`src/telemetry_pkg.sv`:
```
// shared constants and types for the channel telemetry readout
package telemetry_pkg;

  // ---------------------------------------------------------------
  // command codes of the two-byte telemetry registers
  // ---------------------------------------------------------------
  localparam logic [7:0] CH1_CURRENT_OFS = 8'h30;
  localparam logic [7:0] CH1_VOLTAGE_OFS = 8'h32;
  localparam logic [7:0] CH2_CURRENT_OFS = 8'h34;
  localparam logic [7:0] CH2_VOLTAGE_OFS = 8'h36;
  localparam logic [7:0] CH3_CURRENT_OFS = 8'h38;
  localparam logic [7:0] CH3_VOLTAGE_OFS = 8'h3A;
  localparam logic [7:0] CH4_CURRENT_OFS = 8'h3C;
  localparam logic [7:0] CH4_VOLTAGE_OFS = 8'h3E;

  // ---------------------------------------------------------------
  // field layout and reset values
  // ---------------------------------------------------------------
  localparam int          RESULT_W     = 14;
  localparam int          RESULT_MSB   = 13;
  localparam logic [15:0] RESULT_RESET = 16'h0000;
  localparam logic [7:0]  UNMAPPED_VAL = 8'h00;

  // ---------------------------------------------------------------
  // timing
  // ---------------------------------------------------------------
  localparam int REFRESH_MS     = 100;
  localparam int CLK_KHZ        = 200000;
  localparam int REFRESH_CYCLES = REFRESH_MS * CLK_KHZ;

  // channel operating mode, encoding arbitrary
  typedef enum logic [1:0] {
    MODE_OFF    = 2'h0,
    MODE_MANUAL = 2'h1,
    MODE_SEMI   = 2'h2,
    MODE_AUTO   = 2'h3
  } chan_mode_t;

  // per-channel control state from the port controller
  typedef struct packed {
    chan_mode_t mode;
    logic       powered;
    logic       detclass_en;
    logic       det_valid;
    logic       port_en;
  } chan_ctrl_t;

  // per-channel converter results
  typedef struct packed {
    logic [RESULT_MSB:0] cur;
    logic [RESULT_MSB:0] volt;
    logic                cls_done;
    logic [RESULT_MSB:0] cls;
  } chan_meas_t;

  // serial slave phases, one-hot
  typedef enum logic [4:0] {
    ST_IDLE  = 5'h01,
    ST_ADDR  = 5'h02,
    ST_CMD   = 5'h04,
    ST_WDATA = 5'h08,
    ST_RDATA = 5'h10
  } ser_state_t;

endpackage : telemetry_pkg

```
`src/channel_telemetry_readout.sv`:
```
// per-channel current and voltage telemetry behind a two-wire serial slave
// How it works
// RL1 - each channel keeps a 14-bit unsigned current result in bits 13..0
// RL2 - while powered, current result refreshes about every 100 ms
// RL3 - current count weighs 89.5 uA, full scale 1.46 A over 14 bits
// RL4 - current reads zero in off mode or idle semiauto without valid detection
// RL5 - manual mode keeps last value once detect/class was ever enabled; the code keeps it in manual mode without tracking whether it ever was
// RL6 - a finished classification measurement loads the class current
// RL7 - class current stays until powered conversion or port disable
// RL8 - class current weighs 8.95 uA per count; host applies that
// RL9 - voltage results sit at codes 32h, 36h, 3Ah, 3Eh, two bytes
// RL10 - two-byte reads go low byte first; writes change nothing
// RL11 - voltage results hold 14 bits in 13..0, reset to zero
// RL12 - current results sit at codes 30h, 34h, 38h, 3Ch, two bytes
// RL13 - voltage count weighs 3.662 mV, 60 V full scale when powered
// RL14 - top two bits of every high byte read zero
// RL15 - both bytes of one read come from one snapshot
`timescale 1ns/10ps

module channel_telemetry_readout #(
  parameter int         NUM_CH         = 4,
  parameter logic [6:0] SLAVE_ADDR     = 7'h20,
  parameter int         REFRESH_CYCLES = telemetry_pkg::REFRESH_CYCLES
) (
  input  wire logic                     clk_in,
  input  wire logic                     rst_n_in,
  input  wire logic                     scl_in,
  input  wire logic                     sda_in,
  output logic                          sda_out,
  output logic                          sda_oe_n_out,
  input  wire telemetry_pkg::chan_ctrl_t [NUM_CH-1:0] ctrl_in,
  input  wire telemetry_pkg::chan_meas_t [NUM_CH-1:0] meas_in,
  output logic [NUM_CH-1:0]             class_scale_out,
  output logic                          refresh_tick_out
);

  // ---------------------------------------------------------------
  // elaboration checks
  // ---------------------------------------------------------------
  if (NUM_CH < 1 || NUM_CH > 4)
  begin : g_bad_ch
    $error("NUM_CH must be 1 to 4");
  end
  if (REFRESH_CYCLES < 2)
  begin : g_bad_ref
    $error("REFRESH_CYCLES must be at least 2");
  end

  localparam int RW = telemetry_pkg::RESULT_W;

  // ---------------------------------------------------------------
  // refresh timer
  // ---------------------------------------------------------------
  logic [31:0] ref_cnt_q;
  logic        tick_q;

  // free-running period counter for the powered conversions
  always_ff @(posedge clk_in or negedge rst_n_in)
  begin
    if (!rst_n_in)
    begin
      ref_cnt_q <= 32'h0;
      tick_q    <= 1'b0;
    end
    else if (ref_cnt_q == 32'(REFRESH_CYCLES - 1))
    begin
      ref_cnt_q <= 32'h0;
      tick_q    <= 1'b1; // [RL2]
    end
    else
    begin
      ref_cnt_q <= ref_cnt_q + 32'h1;
      tick_q    <= 1'b0;
    end
  end

  assign refresh_tick_out = tick_q;

  // ---------------------------------------------------------------
  // per-channel result registers
  // ---------------------------------------------------------------
  logic [NUM_CH-1:0][RW-1:0] cur_q;
  logic [NUM_CH-1:0][RW-1:0] volt_q;
  logic [NUM_CH-1:0]         cls_q;
  logic [NUM_CH-1:0][RW-1:0] cur_view;

  for (genvar c = 0; c < NUM_CH; c++)
  begin : g_ch
    telemetry_pkg::chan_ctrl_t ct;
    logic                      upd;
    logic                      blank;
    assign ct  = ctrl_in[c];
    assign upd = tick_q && ct.powered;

    // powered conversion wins over a class result in the same cycle
    always_ff @(posedge clk_in or negedge rst_n_in)
    begin
      if (!rst_n_in)
      begin
        cur_q[c] <= RW'(telemetry_pkg::RESULT_RESET); // [RL1]
        cls_q[c] <= 1'b0;
      end
      else if (!ct.port_en)
      begin
        cur_q[c] <= RW'(telemetry_pkg::RESULT_RESET); // [RL7]
        cls_q[c] <= 1'b0;
      end
      else if (upd)
      begin
        cur_q[c] <= meas_in[c].cur; // [RL2] [RL3]
        cls_q[c] <= 1'b0;           // [RL7]
      end
      else if (meas_in[c].cls_done)
      begin
        cur_q[c] <= meas_in[c].cls; // [RL6]
        cls_q[c] <= 1'b1;           // [RL8]
      end
    end

    // voltage result, refreshed with the current while powered
    always_ff @(posedge clk_in or negedge rst_n_in)
    begin
      if (!rst_n_in)
        volt_q[c] <= RW'(telemetry_pkg::RESULT_RESET); // [RL11]
      else if (upd)
        volt_q[c] <= meas_in[c].volt; // [RL13]
    end

    // off and idle semiauto blank the reading; manual keeps it
    assign blank = (ct.mode == telemetry_pkg::MODE_OFF) ||
                   ((ct.mode == telemetry_pkg::MODE_SEMI) && !ct.powered &&
                    (!ct.detclass_en || !ct.det_valid)); // [RL4]
    assign cur_view[c] = blank ? '0 : cur_q[c]; // [RL5]
  end

  assign class_scale_out = cls_q; // [RL8]

  // ---------------------------------------------------------------
  // command decode
  // ---------------------------------------------------------------
  localparam logic [7:0] CUR_OFS [4] = '{
    telemetry_pkg::CH1_CURRENT_OFS, telemetry_pkg::CH2_CURRENT_OFS,
    telemetry_pkg::CH3_CURRENT_OFS, telemetry_pkg::CH4_CURRENT_OFS};
  localparam logic [7:0] VOLT_OFS [4] = '{
    telemetry_pkg::CH1_VOLTAGE_OFS, telemetry_pkg::CH2_VOLTAGE_OFS,
    telemetry_pkg::CH3_VOLTAGE_OFS, telemetry_pkg::CH4_VOLTAGE_OFS};

  logic [7:0]  cmd_q;
  logic [15:0] sel_word;

  // unknown codes read as zero; upper two bits are always zero
  always_comb
  begin
    sel_word = {8'h00, telemetry_pkg::UNMAPPED_VAL};
    for (int i = 0; i < NUM_CH; i++)
    begin
      if (cmd_q == CUR_OFS[i])
        sel_word = {2'b00, cur_view[i]};  // [RL12] [RL14]
      if (cmd_q == VOLT_OFS[i])
        sel_word = {2'b00, volt_q[i]};    // [RL9] [RL14]
    end
  end

  // ---------------------------------------------------------------
  // pin synchronisers and edge detection
  // ---------------------------------------------------------------
  logic [1:0] scl_sync_q;
  logic [1:0] sda_sync_q;
  logic       scl_d1_q;
  logic       sda_d1_q;

  // two flops per pin, a third stage for edges
  always_ff @(posedge clk_in or negedge rst_n_in)
  begin
    if (!rst_n_in)
    begin
      scl_sync_q <= 2'b11;
      sda_sync_q <= 2'b11;
      scl_d1_q   <= 1'b1;
      sda_d1_q   <= 1'b1;
    end
    else
    begin
      scl_sync_q <= {scl_sync_q[0], scl_in};
      sda_sync_q <= {sda_sync_q[0], sda_in};
      scl_d1_q   <= scl_sync_q[1];
      sda_d1_q   <= sda_sync_q[1];
    end
  end

  logic scl_s;
  logic sda_s;
  logic scl_rise;
  logic scl_fall;
  logic start_det;
  logic stop_det;
  assign scl_s     = scl_sync_q[1];
  assign sda_s     = sda_sync_q[1];
  assign scl_rise  = scl_s && !scl_d1_q;
  assign scl_fall  = !scl_s && scl_d1_q;
  assign start_det = scl_s && scl_d1_q && sda_d1_q && !sda_s;
  assign stop_det  = scl_s && scl_d1_q && !sda_d1_q && sda_s;

  // ---------------------------------------------------------------
  // serial slave
  // ---------------------------------------------------------------
  telemetry_pkg::ser_state_t state_q;
  logic [3:0]  bit_cnt_q;
  logic [7:0]  shreg_q;
  logic [7:0]  tx_q;
  logic [15:0] snap_q;
  logic        hi_byte_q;
  logic        rd_q;
  logic        nack_q;
  logic        drive_low_q;

  // phase and byte sequencing; bits move on scl edges
  always_ff @(posedge clk_in or negedge rst_n_in)
  begin
    if (!rst_n_in)
    begin
      state_q   <= telemetry_pkg::ST_IDLE;
      bit_cnt_q <= 4'h0;
      shreg_q   <= 8'h00;
      tx_q      <= 8'h00;
      snap_q    <= telemetry_pkg::RESULT_RESET;
      hi_byte_q <= 1'b0;
      rd_q      <= 1'b0;
      nack_q    <= 1'b0;
      cmd_q     <= 8'h00;
    end
    else if (start_det)
    begin
      state_q   <= telemetry_pkg::ST_ADDR;
      bit_cnt_q <= 4'hF; // the start's own scl fall wraps this to zero
      hi_byte_q <= 1'b0;
      nack_q    <= 1'b0;
    end
    else if (stop_det)
      state_q <= telemetry_pkg::ST_IDLE;
    else if (scl_rise && state_q != telemetry_pkg::ST_IDLE)
    begin
      if (bit_cnt_q < 4'h8)
        shreg_q <= {shreg_q[6:0], sda_s};
      else if (state_q == telemetry_pkg::ST_RDATA)
        nack_q <= sda_s;
    end
    else if (scl_fall && state_q != telemetry_pkg::ST_IDLE)
    begin
      if (bit_cnt_q < 4'h8 || bit_cnt_q == 4'hF)
      begin
        bit_cnt_q <= bit_cnt_q + 4'h1;
        tx_q      <= {tx_q[6:0], 1'b0};
        if (bit_cnt_q == 4'h7 && state_q == telemetry_pkg::ST_ADDR)
          rd_q <= shreg_q[0];
      end
      else
      begin
        bit_cnt_q <= 4'h0;
        unique case (state_q)
          telemetry_pkg::ST_ADDR:
          begin
            if (shreg_q[7:1] != SLAVE_ADDR)
              state_q <= telemetry_pkg::ST_IDLE;
            else if (rd_q)
            begin
              // low byte first, high byte from the same snapshot
              state_q   <= telemetry_pkg::ST_RDATA;
              snap_q    <= sel_word;     // [RL15]
              tx_q      <= sel_word[7:0]; // [RL10]
              hi_byte_q <= 1'b1;
            end
            else
              state_q <= telemetry_pkg::ST_CMD;
          end
          telemetry_pkg::ST_CMD:
          begin
            cmd_q   <= shreg_q;
            state_q <= telemetry_pkg::ST_WDATA;
          end
          telemetry_pkg::ST_WDATA:
            state_q <= telemetry_pkg::ST_WDATA; // [RL10] data dropped
          telemetry_pkg::ST_RDATA:
          begin
            if (nack_q)
              state_q <= telemetry_pkg::ST_IDLE;
            else if (hi_byte_q)
            begin
              tx_q      <= snap_q[15:8]; // [RL10] [RL15]
              hi_byte_q <= 1'b0;
            end
            else
            begin
              snap_q    <= sel_word;
              tx_q      <= sel_word[7:0];
              hi_byte_q <= 1'b1;
            end
          end
          telemetry_pkg::ST_IDLE:
            state_q <= telemetry_pkg::ST_IDLE;
        endcase
      end
    end
  end

  // line driver: ack low in write phases, data bits in reads
  always_ff @(posedge clk_in or negedge rst_n_in)
  begin
    if (!rst_n_in)
      drive_low_q <= 1'b0;
    else if (start_det || stop_det)
      drive_low_q <= 1'b0;
    else if (scl_fall)
    begin
      if (bit_cnt_q == 4'h7 && state_q != telemetry_pkg::ST_RDATA &&
          state_q != telemetry_pkg::ST_IDLE)
        // address ack only when it matches us
        drive_low_q <= (state_q != telemetry_pkg::ST_ADDR) ||
                       (shreg_q[7:1] == SLAVE_ADDR);
      else if (bit_cnt_q == 4'h7)
        drive_low_q <= 1'b0; // master acks the read byte
      else if (bit_cnt_q == 4'h8)
      begin
        if (state_q == telemetry_pkg::ST_ADDR && shreg_q[7:1] == SLAVE_ADDR && rd_q)
          drive_low_q <= !sel_word[7];
        else if (state_q == telemetry_pkg::ST_RDATA && !nack_q)
          drive_low_q <= hi_byte_q ? !snap_q[15] : !sel_word[7];
        else
          drive_low_q <= 1'b0;
      end
      else if (state_q == telemetry_pkg::ST_RDATA)
        drive_low_q <= !tx_q[6];
      else
        drive_low_q <= 1'b0;
    end
  end

  // open drain: only ever pulls low, enable active low
  assign sda_out      = 1'b0;
  assign sda_oe_n_out = !drive_low_q;

endmodule : channel_telemetry_readout

```
`config.mk`:
```
export PLATFORM = sky130hd
export DESIGN_NAME = channel_telemetry_readout
export DESIGN_NICKNAME = d
export VERILOG_FILES = /design/src/telemetry_pkg.sv /design/src/channel_telemetry_readout.sv
export SDC_FILE = /design/constraint.sdc
export NUM_CORES = 1
export LEC_CHECK = 0
export BUFFER_PORTS_ARGS = -buffer_cell sky130_fd_sc_hd__buf_4
export CAP_MARGIN = 5
export CORE_MARGIN = 2
export CORE_UTILIZATION = 50
export DETAILED_ROUTE_END_ITERATION = 7
export PLACE_DENSITY = 0.77
export SYNTH_ARGS = -nofsm -noshare
export SYNTH_HDL_FRONTEND = slang
export SYNTH_SLANG_ARGS = --single-unit
```
`constraint.sdc`:
```
create_clock -name clk_in -period 4.3 [get_ports clk_in]
set_input_delay 0.43 -clock clk_in [delete_from_list [all_inputs] [get_ports clk_in]]
set_output_delay 0.43 -clock clk_in [all_outputs]
set_load 0.02 [all_outputs]
```
* Word level (Yosys, flattened, before mapping)
Cells that the tools add are included.
** Operators by class
- Add/sub/neg operators :: 2
- Order comparisons :: 1
- Eq/ne operators :: 47
- Multiplexer cells :: 87
- Bitwise logic cells :: 4
- Reduce and logical (&&, ||, !) cells :: 81
** Operators by type and width (number)
- $mux 14 :: 17
- $mux 16 :: 11
- $eq 8x6->1 const B :: 8
- $mux 5 :: 8
- $mux 1 :: 36
- $mux 7 :: 5
- $add 32x1->32 const B :: 1
- $eq 32x25->1 const B :: 1
- $mux 32 :: 1
- $pmux 16 s2 :: 1
- $logic_and 1x1->1 :: 27
- $logic_not 1->1 :: 21
- $ne 3x3->1 const B :: 7
- $mux 4 :: 5
- $pmux 5 s4 :: 1
- $ne 2x2->1 const B :: 8
- $reduce_and 8->1 :: 2
- $pmux 7 s2 :: 1
- $ne 3x1->1 const B :: 4
- $reduce_and 4->1 :: 3
- $reduce_and 6->1 :: 2
- $logic_or 1x1->1 :: 11
- $reduce_and 10->1 :: 1
- $reduce_bool 2->1 :: 5
- 23 further kinds :: 35
** Word-level totals
- Register bits after elaboration :: 207
- Input port bits :: 200

* Longest topological paths before layout
Gate-level depths: netlist of run 1.
- Depth after elaboration :: 22
- Mapped depth :: 9
- Mapped depth without buffers :: 8

* Worst setup path before layout of run 1
No wires, ideal clock.
- Path kind :: register to register
- Start :: register bit_cnt_q[0]
- End :: register cmd_q[0]
- Setup time :: 125 ps
- Data arrival time :: 2110 ps
- Data required time :: 4175 ps
- Path slack :: 2065 ps
- Cell stages (with the launch flop) :: 7
- Buffers on the path :: 1
- Clock period less this slack :: 2235 ps
- Path through :: dfrtp_1 > ha_1 > a21bo_2 > buf_2 > a211oi_1 > nand4b_1 > mux2_2
** Between the ends
- Word-level cells in the longest chain between the ends :: 4
** Ends and longest elaborated chain
- start: declaration :: line channel_telemetry_readout.sv:208 : logic [3:0] bit_cnt_q;
- start signal: assignment :: line channel_telemetry_readout.sv:252 : bit_cnt_q <= bit_cnt_q + 4'h1;
- $lt 4x4->1 / $eq 4x4->1 (equally long branches) :: line channel_telemetry_readout.sv:250 : if (bit_cnt_q < 4'h8 || bit_cnt_q == 4'hF)
- $logic_or 1x1->1 * :: line channel_telemetry_readout.sv:250
- $not 1->1 (no line) *
- $reduce_and 6->1 (no line) *
- end signal: assignment :: line channel_telemetry_readout.sv:278 : cmd_q <= shreg_q;
- end: declaration :: line channel_telemetry_readout.sv:148 : logic [7:0] cmd_q;
Every way passes the cells marked *; elsewhere a longest branch is shown, timed or not.
A chain may end at the register's enable or synchronous reset.

* Worst setup path after layout of run 1
- Start :: register cmd_q[2]
- End :: register snap_q[8]
** Between the ends
- Word-level cells in the longest chain between the ends :: 12
** Ends and longest elaborated chain
- $eq 8x6->1 :: line channel_telemetry_readout.sv:157 : if (cmd_q == CUR_OFS[i])
- $mux 14 :: line channel_telemetry_readout.sv:157
- $mux 16 :: line channel_telemetry_readout.sv:159 : if (cmd_q == VOLT_OFS[i])
- $mux 16 :: line channel_telemetry_readout.sv:157
- $mux 16 :: line channel_telemetry_readout.sv:159
- $mux 16 :: line channel_telemetry_readout.sv:157
- $mux 16 :: line channel_telemetry_readout.sv:159
- $mux 16 :: line channel_telemetry_readout.sv:157
- $mux 16 * :: line channel_telemetry_readout.sv:159
- $mux 16, on equally long branches :: line channel_telemetry_readout.sv:287, channel_telemetry_readout.sv:265
- $mux 16, on equally long branches :: line channel_telemetry_readout.sv:285, channel_telemetry_readout.sv:263
- $pmux 16 s2 * :: line channel_telemetry_readout.sv:260 : unique case (state_q)
- end signal: assignment :: line channel_telemetry_readout.sv:226 : snap_q <= telemetry_pkg::RESULT_RESET;
- end signal: assignment :: line channel_telemetry_readout.sv:269 : snap_q <= sel_word;
- end signal: assignment :: line channel_telemetry_readout.sv:294 : snap_q <= sel_word;
- end: declaration :: line channel_telemetry_readout.sv:211 : logic [15:0] snap_q;
Every way passes the cells marked *; elsewhere a longest branch is shown, timed or not. The select of a mux whose other input is x is not followed.

==> results of run 1 <==
==> worst min path at each step <==
stage                             from                              to  slack [ns]  cells past startpoint
6_report                      rst_n_in  class_scale_out[1]$_DFFE_PN0P_        0.09                      1
5_1_grt                         scl_in         scl_sync_q[0]$_DFF_PN1_        0.08                      1
4_1_cts                         scl_in         scl_sync_q[0]$_DFF_PN1_        0.09                      1
3_5_place_dp   sda_sync_q[0]$_DFF_PN1_         sda_sync_q[1]$_DFF_PN1_        0.35                      0
3_3_place_gp   sda_sync_q[0]$_DFF_PN1_         sda_sync_q[1]$_DFF_PN1_        0.35                      0
2_1_floorplan                 rst_n_in        bit_cnt_q[0]$_DFFE_PN0P_        0.13                      0
==> Yosys cell counts (5+ instances only) <==
cell / number / area (um^2)
nand4_1: 12 / 75.1
mux2i_1: 57 / 571
xnor2_1: 22 / 193
xor2_1: 9 / 78.8
clkbuf_1: 41 / 154
nand3_1: 44 / 220
a2bb2oi_1: 6 / 52.6
o211ai_1: 5 / 37.5
a21oi_1: 38 / 190
a221o_1: 5 / 50.1
mux2_2: 72 / 811
a32oi_1: 5 / 43.8
nor3_1: 13 / 65.1
o21ai_0: 53 / 265
and3_1: 6 / 37.5
a31oi_1: 18 / 113
o211a_1: 56 / 561
nor4_1: 9 / 56.3
a221oi_1: 5 / 43.8
nand2b_1: 14 / 87.6
nand2_1: 104 / 390
and2_1: 12 / 75.1
nor2_1: 61 / 229
o31ai_1: 6 / 45.0
dfstp_2: 7 / 184
inv_1: 14 / 52.6
dfrtp_1: 190 / 4750
buf_1: 8 / 30.0
==> stage by stage <==
step                hold slack, ns  area (um^2)  worst slack [ns]
floorplan                    0.134        10000              2.07
global placement             0.348        11800              1.60
detailed placement           0.350        11800              1.52
CTS                         0.0858        12300              1.51
global route                0.0838        12300              1.15
finish                      0.0873        12300              1.43
==> cell usage in the layout, fill, tap and decap left out, types with 4 or more instances in the layout <==
cell type	count
mux2_2	72
nand2b_1	14
and2_1	12
nor4_1	8
inv_1	14
xor2_1	9
o211ai_1	5
and3_1	6
inv_6	5
a21oi_1	38
a221o_1	5
a32oi_1	5
o211a_1	56
nand4_1	12
a221oi_1	5
dfrtp_1	190
a31oi_1	18
nand2_1	104
nand3_1	44
o21ai_0	53
buf_4	213
clkbuf_16	17
mux2i_1	57
dfstp_2	7
xnor2_1	22
nor3_1	13
clkinvlp_4	4
nor2_1	61
a2bb2oi_1	6
o31ai_1	6
==> state kept, by name, indices dropped and copies added, names as in the netlist <==
name and cells:
state_q 5, cur_q 56, ref_cnt_q 32, nack_q 1, tx_q 7, scl_sync_q 2, scl_d1_q 1, rd_q 1
volt_q 56, refresh_tick_out 1, drive_low_q 1, class_scale_out 4, shreg_q 8, sda_d1_q 1, cmd_q 8, bit_cnt_q 4
sda_sync_q 2, hi_byte_q 1, snap_q 6
==> worst register-to-register path, delay by kind of cell (launching register included) <==
kind / cells / cell delay (ns)
AO/OA/AOI/OAI: 4 / 0.82
flip-flops: 1 / 0.52
buffers and inverters: 1 / 0.36
AND/OR/NAND/NOR: 2 / 1.06
==> power breakdown <==
part / total (mW) / switching [mW] / internal (mW)
combinational: 0.632 / 0.312 / 0.319
sequential: 2.09 / 0.121 / 1.97
clock: 1.51 / 0.750 / 0.757
total: 4.23 / 1.18 / 3.05
==> layer usage <==
metal / wire length, um / vias up
met5: 0 / -
met4: 809 / 0
met3: 1990 / 61
met2: 12600 / 385
met1: 12000 / 4024
li1: - / 3852
==> cell families after synthesis <==
family                   after synthesis
AO/OA/AOI/OAI                        223
flip-flops                           197
other                                  1
XOR/XNOR                              31
AND/OR/NAND/NOR                      300
buffers and inverters                 69
adder cells (fa/ha/maj)                3
multiplexers                         129
==> cell type report <==
type	count	area, um^2	share of cell area
inverters	15	56.3	0.00458
clock inverters	13	119	0.00966
multi-input cells	687	4790	0.390
well taps	265	332	0.0270
clock buffers	18	429	0.0349
repair buffers	215	1630	0.133
flip-flops and latches	197	4940	0.401
==> flow_metrics.tcl, run 1 <==
set metrics [dict create \
    cts_setup_buffers 0 \
    slew_viol_final 0 \
    syn_nets 1156 \
    io_pins 207 \
    drive_above_1_share 0.298 \
    grt.total_usage 0.264 \
    worst-path-stages 7 \
    drt_pass1_iterations 6 \
    avgSynthCellArea_um2 10.5 \
    vdd_drop_max_mv 0.273 \
    timing.final.crit_share 0.667 \
    crit_chain "buf_4, or3b_2, a21oi_1, nor2b_1, a221o_1, a31oi_1, o31ai_1" \
    tritoncts "built" \
    synth_compound_area_frac 0.163 \
    die_area_um2 21100 \
    synthFlopType "dfrtp_1" \
    worstPathMaxFanout 29 \
    fill_cells 1638 \
    p_leak_nw 6.29 \
    met2_usage 0.403 \
    rsz0062_at_grt "false" \
    path_delay_family "simple AND/OR/NAND/NOR gates" \
    die_x_um 145 \
    reg2reg_slack_ns 1.43 \
    max_freq_mhz 348 \
    netlist_area_um2 10000 \
    ant_nets 0 \
    viasPerCell 5.90 \
    overflow 0 \
    antenna_found_initial 0 \
    skew_ns 0.0131 \
    std_cell_rows 51 \
    synth_edf_count 0 \
    grt_util_met1 0.370 \
    synth_cell_types 70 \
    die_height_um 145 \
    postCtsResizedCells 0 \
    synthArstFlopShare 1.00 \
    routedWlPerCell_um 19.5 \
    crit_buf_inv 1 \
    finalPower_mw 4.23 \
    grt_pass1_wl_um 44100 \
    setup_viol 0 \
    dr.first_iter.drc_count 854 \
    synthAdderAreaFrac 0.00375 \
    slowest_stage "nor2b_1" \
    synthSimpleGateAreaFrac 0.146 \
    dp.final_hpwl_um 20500 \
    placed_cells 1379 \
    rr_startpoint "cmd_q[2]$_DFFE_PN0P_" \
    clk_latency_ns 0.44 \
    globalRouteMet3Util 0.0583 \
    synth_top_family_by_area "compound AO/OA/AOI/OAI gates" \
    final_util 0.630 \
    antenna_cells 0 \
    required_ns 4.64 \
    yosys_warnings 0 \
    drt-total-wl_um 27400 \
    cts-root-buf "clkbuf_16" \
    muxShareOfSynthArea 0.138 \
    htree_levels 4 \
    finalNonFillerCells 1410 \
    portBuffers 205 \
    yosysSeqAreaShare 0.494 \
    arrival_ns 3.21 \
    finalWeightedCongestion 0.929 \
    grt_pass1_vias 8212 \
    drc 0 \
    slew_headroom 0.220 \
    period_minus_slack_ns 2.87 \
    cts_buffers 17 \
    critPathCapture "snap_q[8]$_DFFE_PN0P_" \
    start_util 0.512 \
    cts_hold_buf 0 \
    grt_max_degree 101 \
    clkTransAtPathRegs_ns 0.07 \
    status "finished clean" \
    synthXorXnorAreaFrac 0.0272 \
    pwr_density_cell_nw_per_um2 344 \
    finalHoldViolations 0 \
    cts_num_sinks 197 \
    ys_seq_elements 197 \
    crit_path_end_kind "register" \
    worstRegToRegCells 7 \
    final_nets 1336 \
    core_area_um2 19500 \
    startpoint_type "register" \
    critPathLaunch "cmd_q[2]$_DFFE_PN0P_" \
    clock_path_buffers 2 \
    hp-class "input port to async pin" \
    syn_inst 953 \
    max_stage_delay_ns 0.55 \
    grt-busiest-layer "met2" \
    area_growth_pct 23.0 \
    reg2reg_to "snap_q[8]$_DFFE_PN0P_" \
    worst_pin_slew_ns 1.17 \
    num_vias 8322 \
    max-cap-violations 0 \
    fin_tns_setup_ns 0 \
    critical_path_class "register to register" \
]
(Power assumes the default switching activity.)
==> run 2, diff against run 1 <==
--- a/config.mk
+++ b/config.mk
@@ -10,7 +10,7 @@
 export CORE_MARGIN = 2
 export CORE_UTILIZATION = 50
 export DETAILED_ROUTE_END_ITERATION = 7
-export PLACE_DENSITY = 0.77
+export PLACE_DENSITY = 0.8
 export SYNTH_ARGS = -nofsm -noshare
 export SYNTH_HDL_FRONTEND = slang
 export SYNTH_SLANG_ARGS = --single-unit
==> constraint.sdc (replaced) <==
create_clock -name clk_in -period 2.31 [get_ports clk_in]
set_input_delay 0.231 -clock clk_in [delete_from_list [all_inputs] [get_ports clk_in]]
set_output_delay 0.231 -clock clk_in [all_outputs]
set_load 0.02 [all_outputs]
==> run 2 against run 1 <==
Critical path depth fell by 2. Non-clock buffer count up 34. Fmax rose by 29%. Critical endpoint is now snap_q[11]$_DFFE_PN0P_. Worst hold slack worse by 0.061 ns. Sequential share of layout area is 1.3 points lower. Routed wire length grew 2.1%. Setup slack got worse by 1.3 ns. Core utilization increased by 2.0 points. Power increased by 98%.
==> flow_metrics.tcl, run 2 (synthesis results as in run 1) <==
set metrics [dict create \
    slew_headroom 0.620 \
    skew_ns 0.0115 \
    cts_num_sinks 197 \
    portBuffers 205 \
    final_util 0.650 \
    status "finished clean" \
    slew_viol_final 0 \
    p_leak_nw 6.51 \
    worstHoldStart "meas_in[149]" \
    arrival_ns 2.56 \
    final_cell_mix "buf_4 (238), dfrtp_1 (190), nand2_1 (104)" \
    grt_pass1_wl_um 44700 \
    critPathLaunch "shreg_q[3]$_DFFE_PN0P_" \
    grt_pass1_vias 8387 \
    dr.first_iter.drc_count 823 \
    critical_path_class "register to register" \
    worst_pin_slew_ns 0.570 \
    die_x_um 145 \
    hold_ws_ns 0.0259 \
    finalHoldViolations 0 \
    grt_max_degree 63 \
    worstPathMaxFanout 13 \
    htree_levels 4 \
    clk_latency_ns 0.43 \
    p_sw_mw 2.13 \
    routedWlPerCell_um 19.4 \
    placed_cells 1406 \
    io_pins 207 \
    rr_startpoint "shreg_q[3]$_DFFE_PN0P_" \
    vdd_drop_max_mv 0.494 \
    crit_path_end_kind "register" \
    tritoncts "built" \
    finalWeightedCongestion 0.985 \
    pwr_density_cell_nw_per_um2 658 \
    fill_cells 1558 \
    max_freq_mhz 449 \
    die_height_um 145 \
    required_ns 2.65 \
    hp-class "input port to register" \
    start_util 0.512 \
    clock_path_buffers 2 \
    reg2reg_slack_ns 0.09 \
    antenna_cells 0 \
    timing.final.crit_share 0.963 \
    fin_tns_setup_ns 0 \
    cts-root-buf "clkbuf_16" \
    overflow 0 \
    grt.total_usage 0.266 \
    antenna_found_initial 0 \
    reg2reg_to "snap_q[11]$_DFFE_PN0P_" \
    core_area_um2 19500 \
    viasPerCell 5.88 \
    worstRegToRegCells 5 \
    max-cap-violations 0 \
    ant_nets 0 \
    final_nets 1370 \
    area_growth_pct 27.0 \
    period_minus_slack_ns 2.22 \
    drt_pass1_iterations 5 \
    finalNonFillerCells 1442 \
    dp.final_hpwl_um 21100 \
    std_cell_rows 51 \
    clkTransAtPathRegs_ns 0.07 \
    critPathCapture "snap_q[11]$_DFFE_PN0P_" \
    startpoint_type "register" \
    cts_setup_buffers 0 \
    rsz0062_at_grt "false" \
    cts_buffers 17 \
    power_frac_comb 0.150 \
    drt-total-wl_um 28000 \
    drive_above_1_share 0.313 \
    die_area_um2 21100 \
    seqPwrFrac 0.466 \
    power.internal_mw 6.22 \
    reg_top3 "cur_q: 56 flops, volt_q: 56 flops, ref_cnt_q: 32 flops" \
    num_vias 8477 \
    switching_share 0.255 \
    drc 0 \
    setup_viol 0 \
    clockPowerShare 0.385 \
    final_common_cell "buf_4" \
]
[run 2: per-stage QoR]
stage	setup WS (ns)	area, um^2	total power, mW
final	0.0852	12700	8.35
after global routing	0.00471	12700	8.69
after CTS	0.0174	12700	8.38
after detailed placement	0.0128	12000	5.17
after global placement	0.0777	12000	5.12
after floorplan	0.0752	10000	4.55
[run 2: timing repair]
action                                 CTS  global route
resized for setup                        0             4
pin swaps                                1             2
endpoints found under the hold margin   62             0
setup endpoints to repair                1             8
hold buffers                             7             0
[run 2: layer usage]
| layer | vias to the layer above | GRT usage | routed length (um) | share of wire |
|---|---|---|---|---|
| li1 | 3904 | - | - | - |
| met1 | 4169 | 0.375 | 12500 | 0.45 |
| met2 | 345 | 0.418 | 13000 | 0.47 |
| met3 | 59 | 0.0498 | 1760 | 0.063 |
| met4 | 0 | 0.0887 | 742 | 0.026 |
| met5 | - | 0 | 0 | 0 |
[run 2: area by class of cell]
| cell class | count | area [um^2] | share of cell area |
|---|---|---|---|
| Tap cell | 265 | 332 | 0.0261 |
| Inverter | 15 | 56.3 | 0.00443 |
| Timing Repair Buffer | 249 | 1930 | 0.152 |
| Clock buffer | 18 | 429 | 0.0338 |
| Clock inverter | 11 | 199 | 0.0157 |
| Sequential cell | 197 | 4940 | 0.389 |
| Multi-Input combinational cell | 687 | 4810 | 0.379 |
[run 2: worst min-delay path by stage]
stage / endpoint / slack, ns / cells after the start
after global routing: volt_q[27]$_DFFE_PN0P_ / 0.02 / 2
final: volt_q[47]$_DFFE_PN0P_ / 0.03 / 2
after floorplan: bit_cnt_q[0]$_DFFE_PN0P_ / -0.06 / 0
after CTS: volt_q[47]$_DFFE_PN0P_ / 0.01 / 2
after global placement: class_scale_out[1]$_DFFE_PN0P_ / 0.26 / 1
after detailed placement: class_scale_out[1]$_DFFE_PN0P_ / 0.26 / 1
[run 2: critical path: stages, from the launching register on]
cell      delay (ns)
dfrtp_1         0.42
or4b_4          0.56
or4_4           0.48
a21boi_4        0.24
nand2_4         0.14
o31ai_2         0.28
[run 2: power by group through the flow]
stage | Clock [mW] | Combinational (mW) | Sequential (mW)
final | 3.21 | 1.25 | 3.89
after global routing | 3.40 | 1.38 | 3.91
after CTS | 3.26 | 1.25 | 3.88
after detailed placement | 0 | 1.23 | 3.94
after global placement | 0 | 1.19 | 3.93
after floorplan | 0 | 0.707 | 3.85
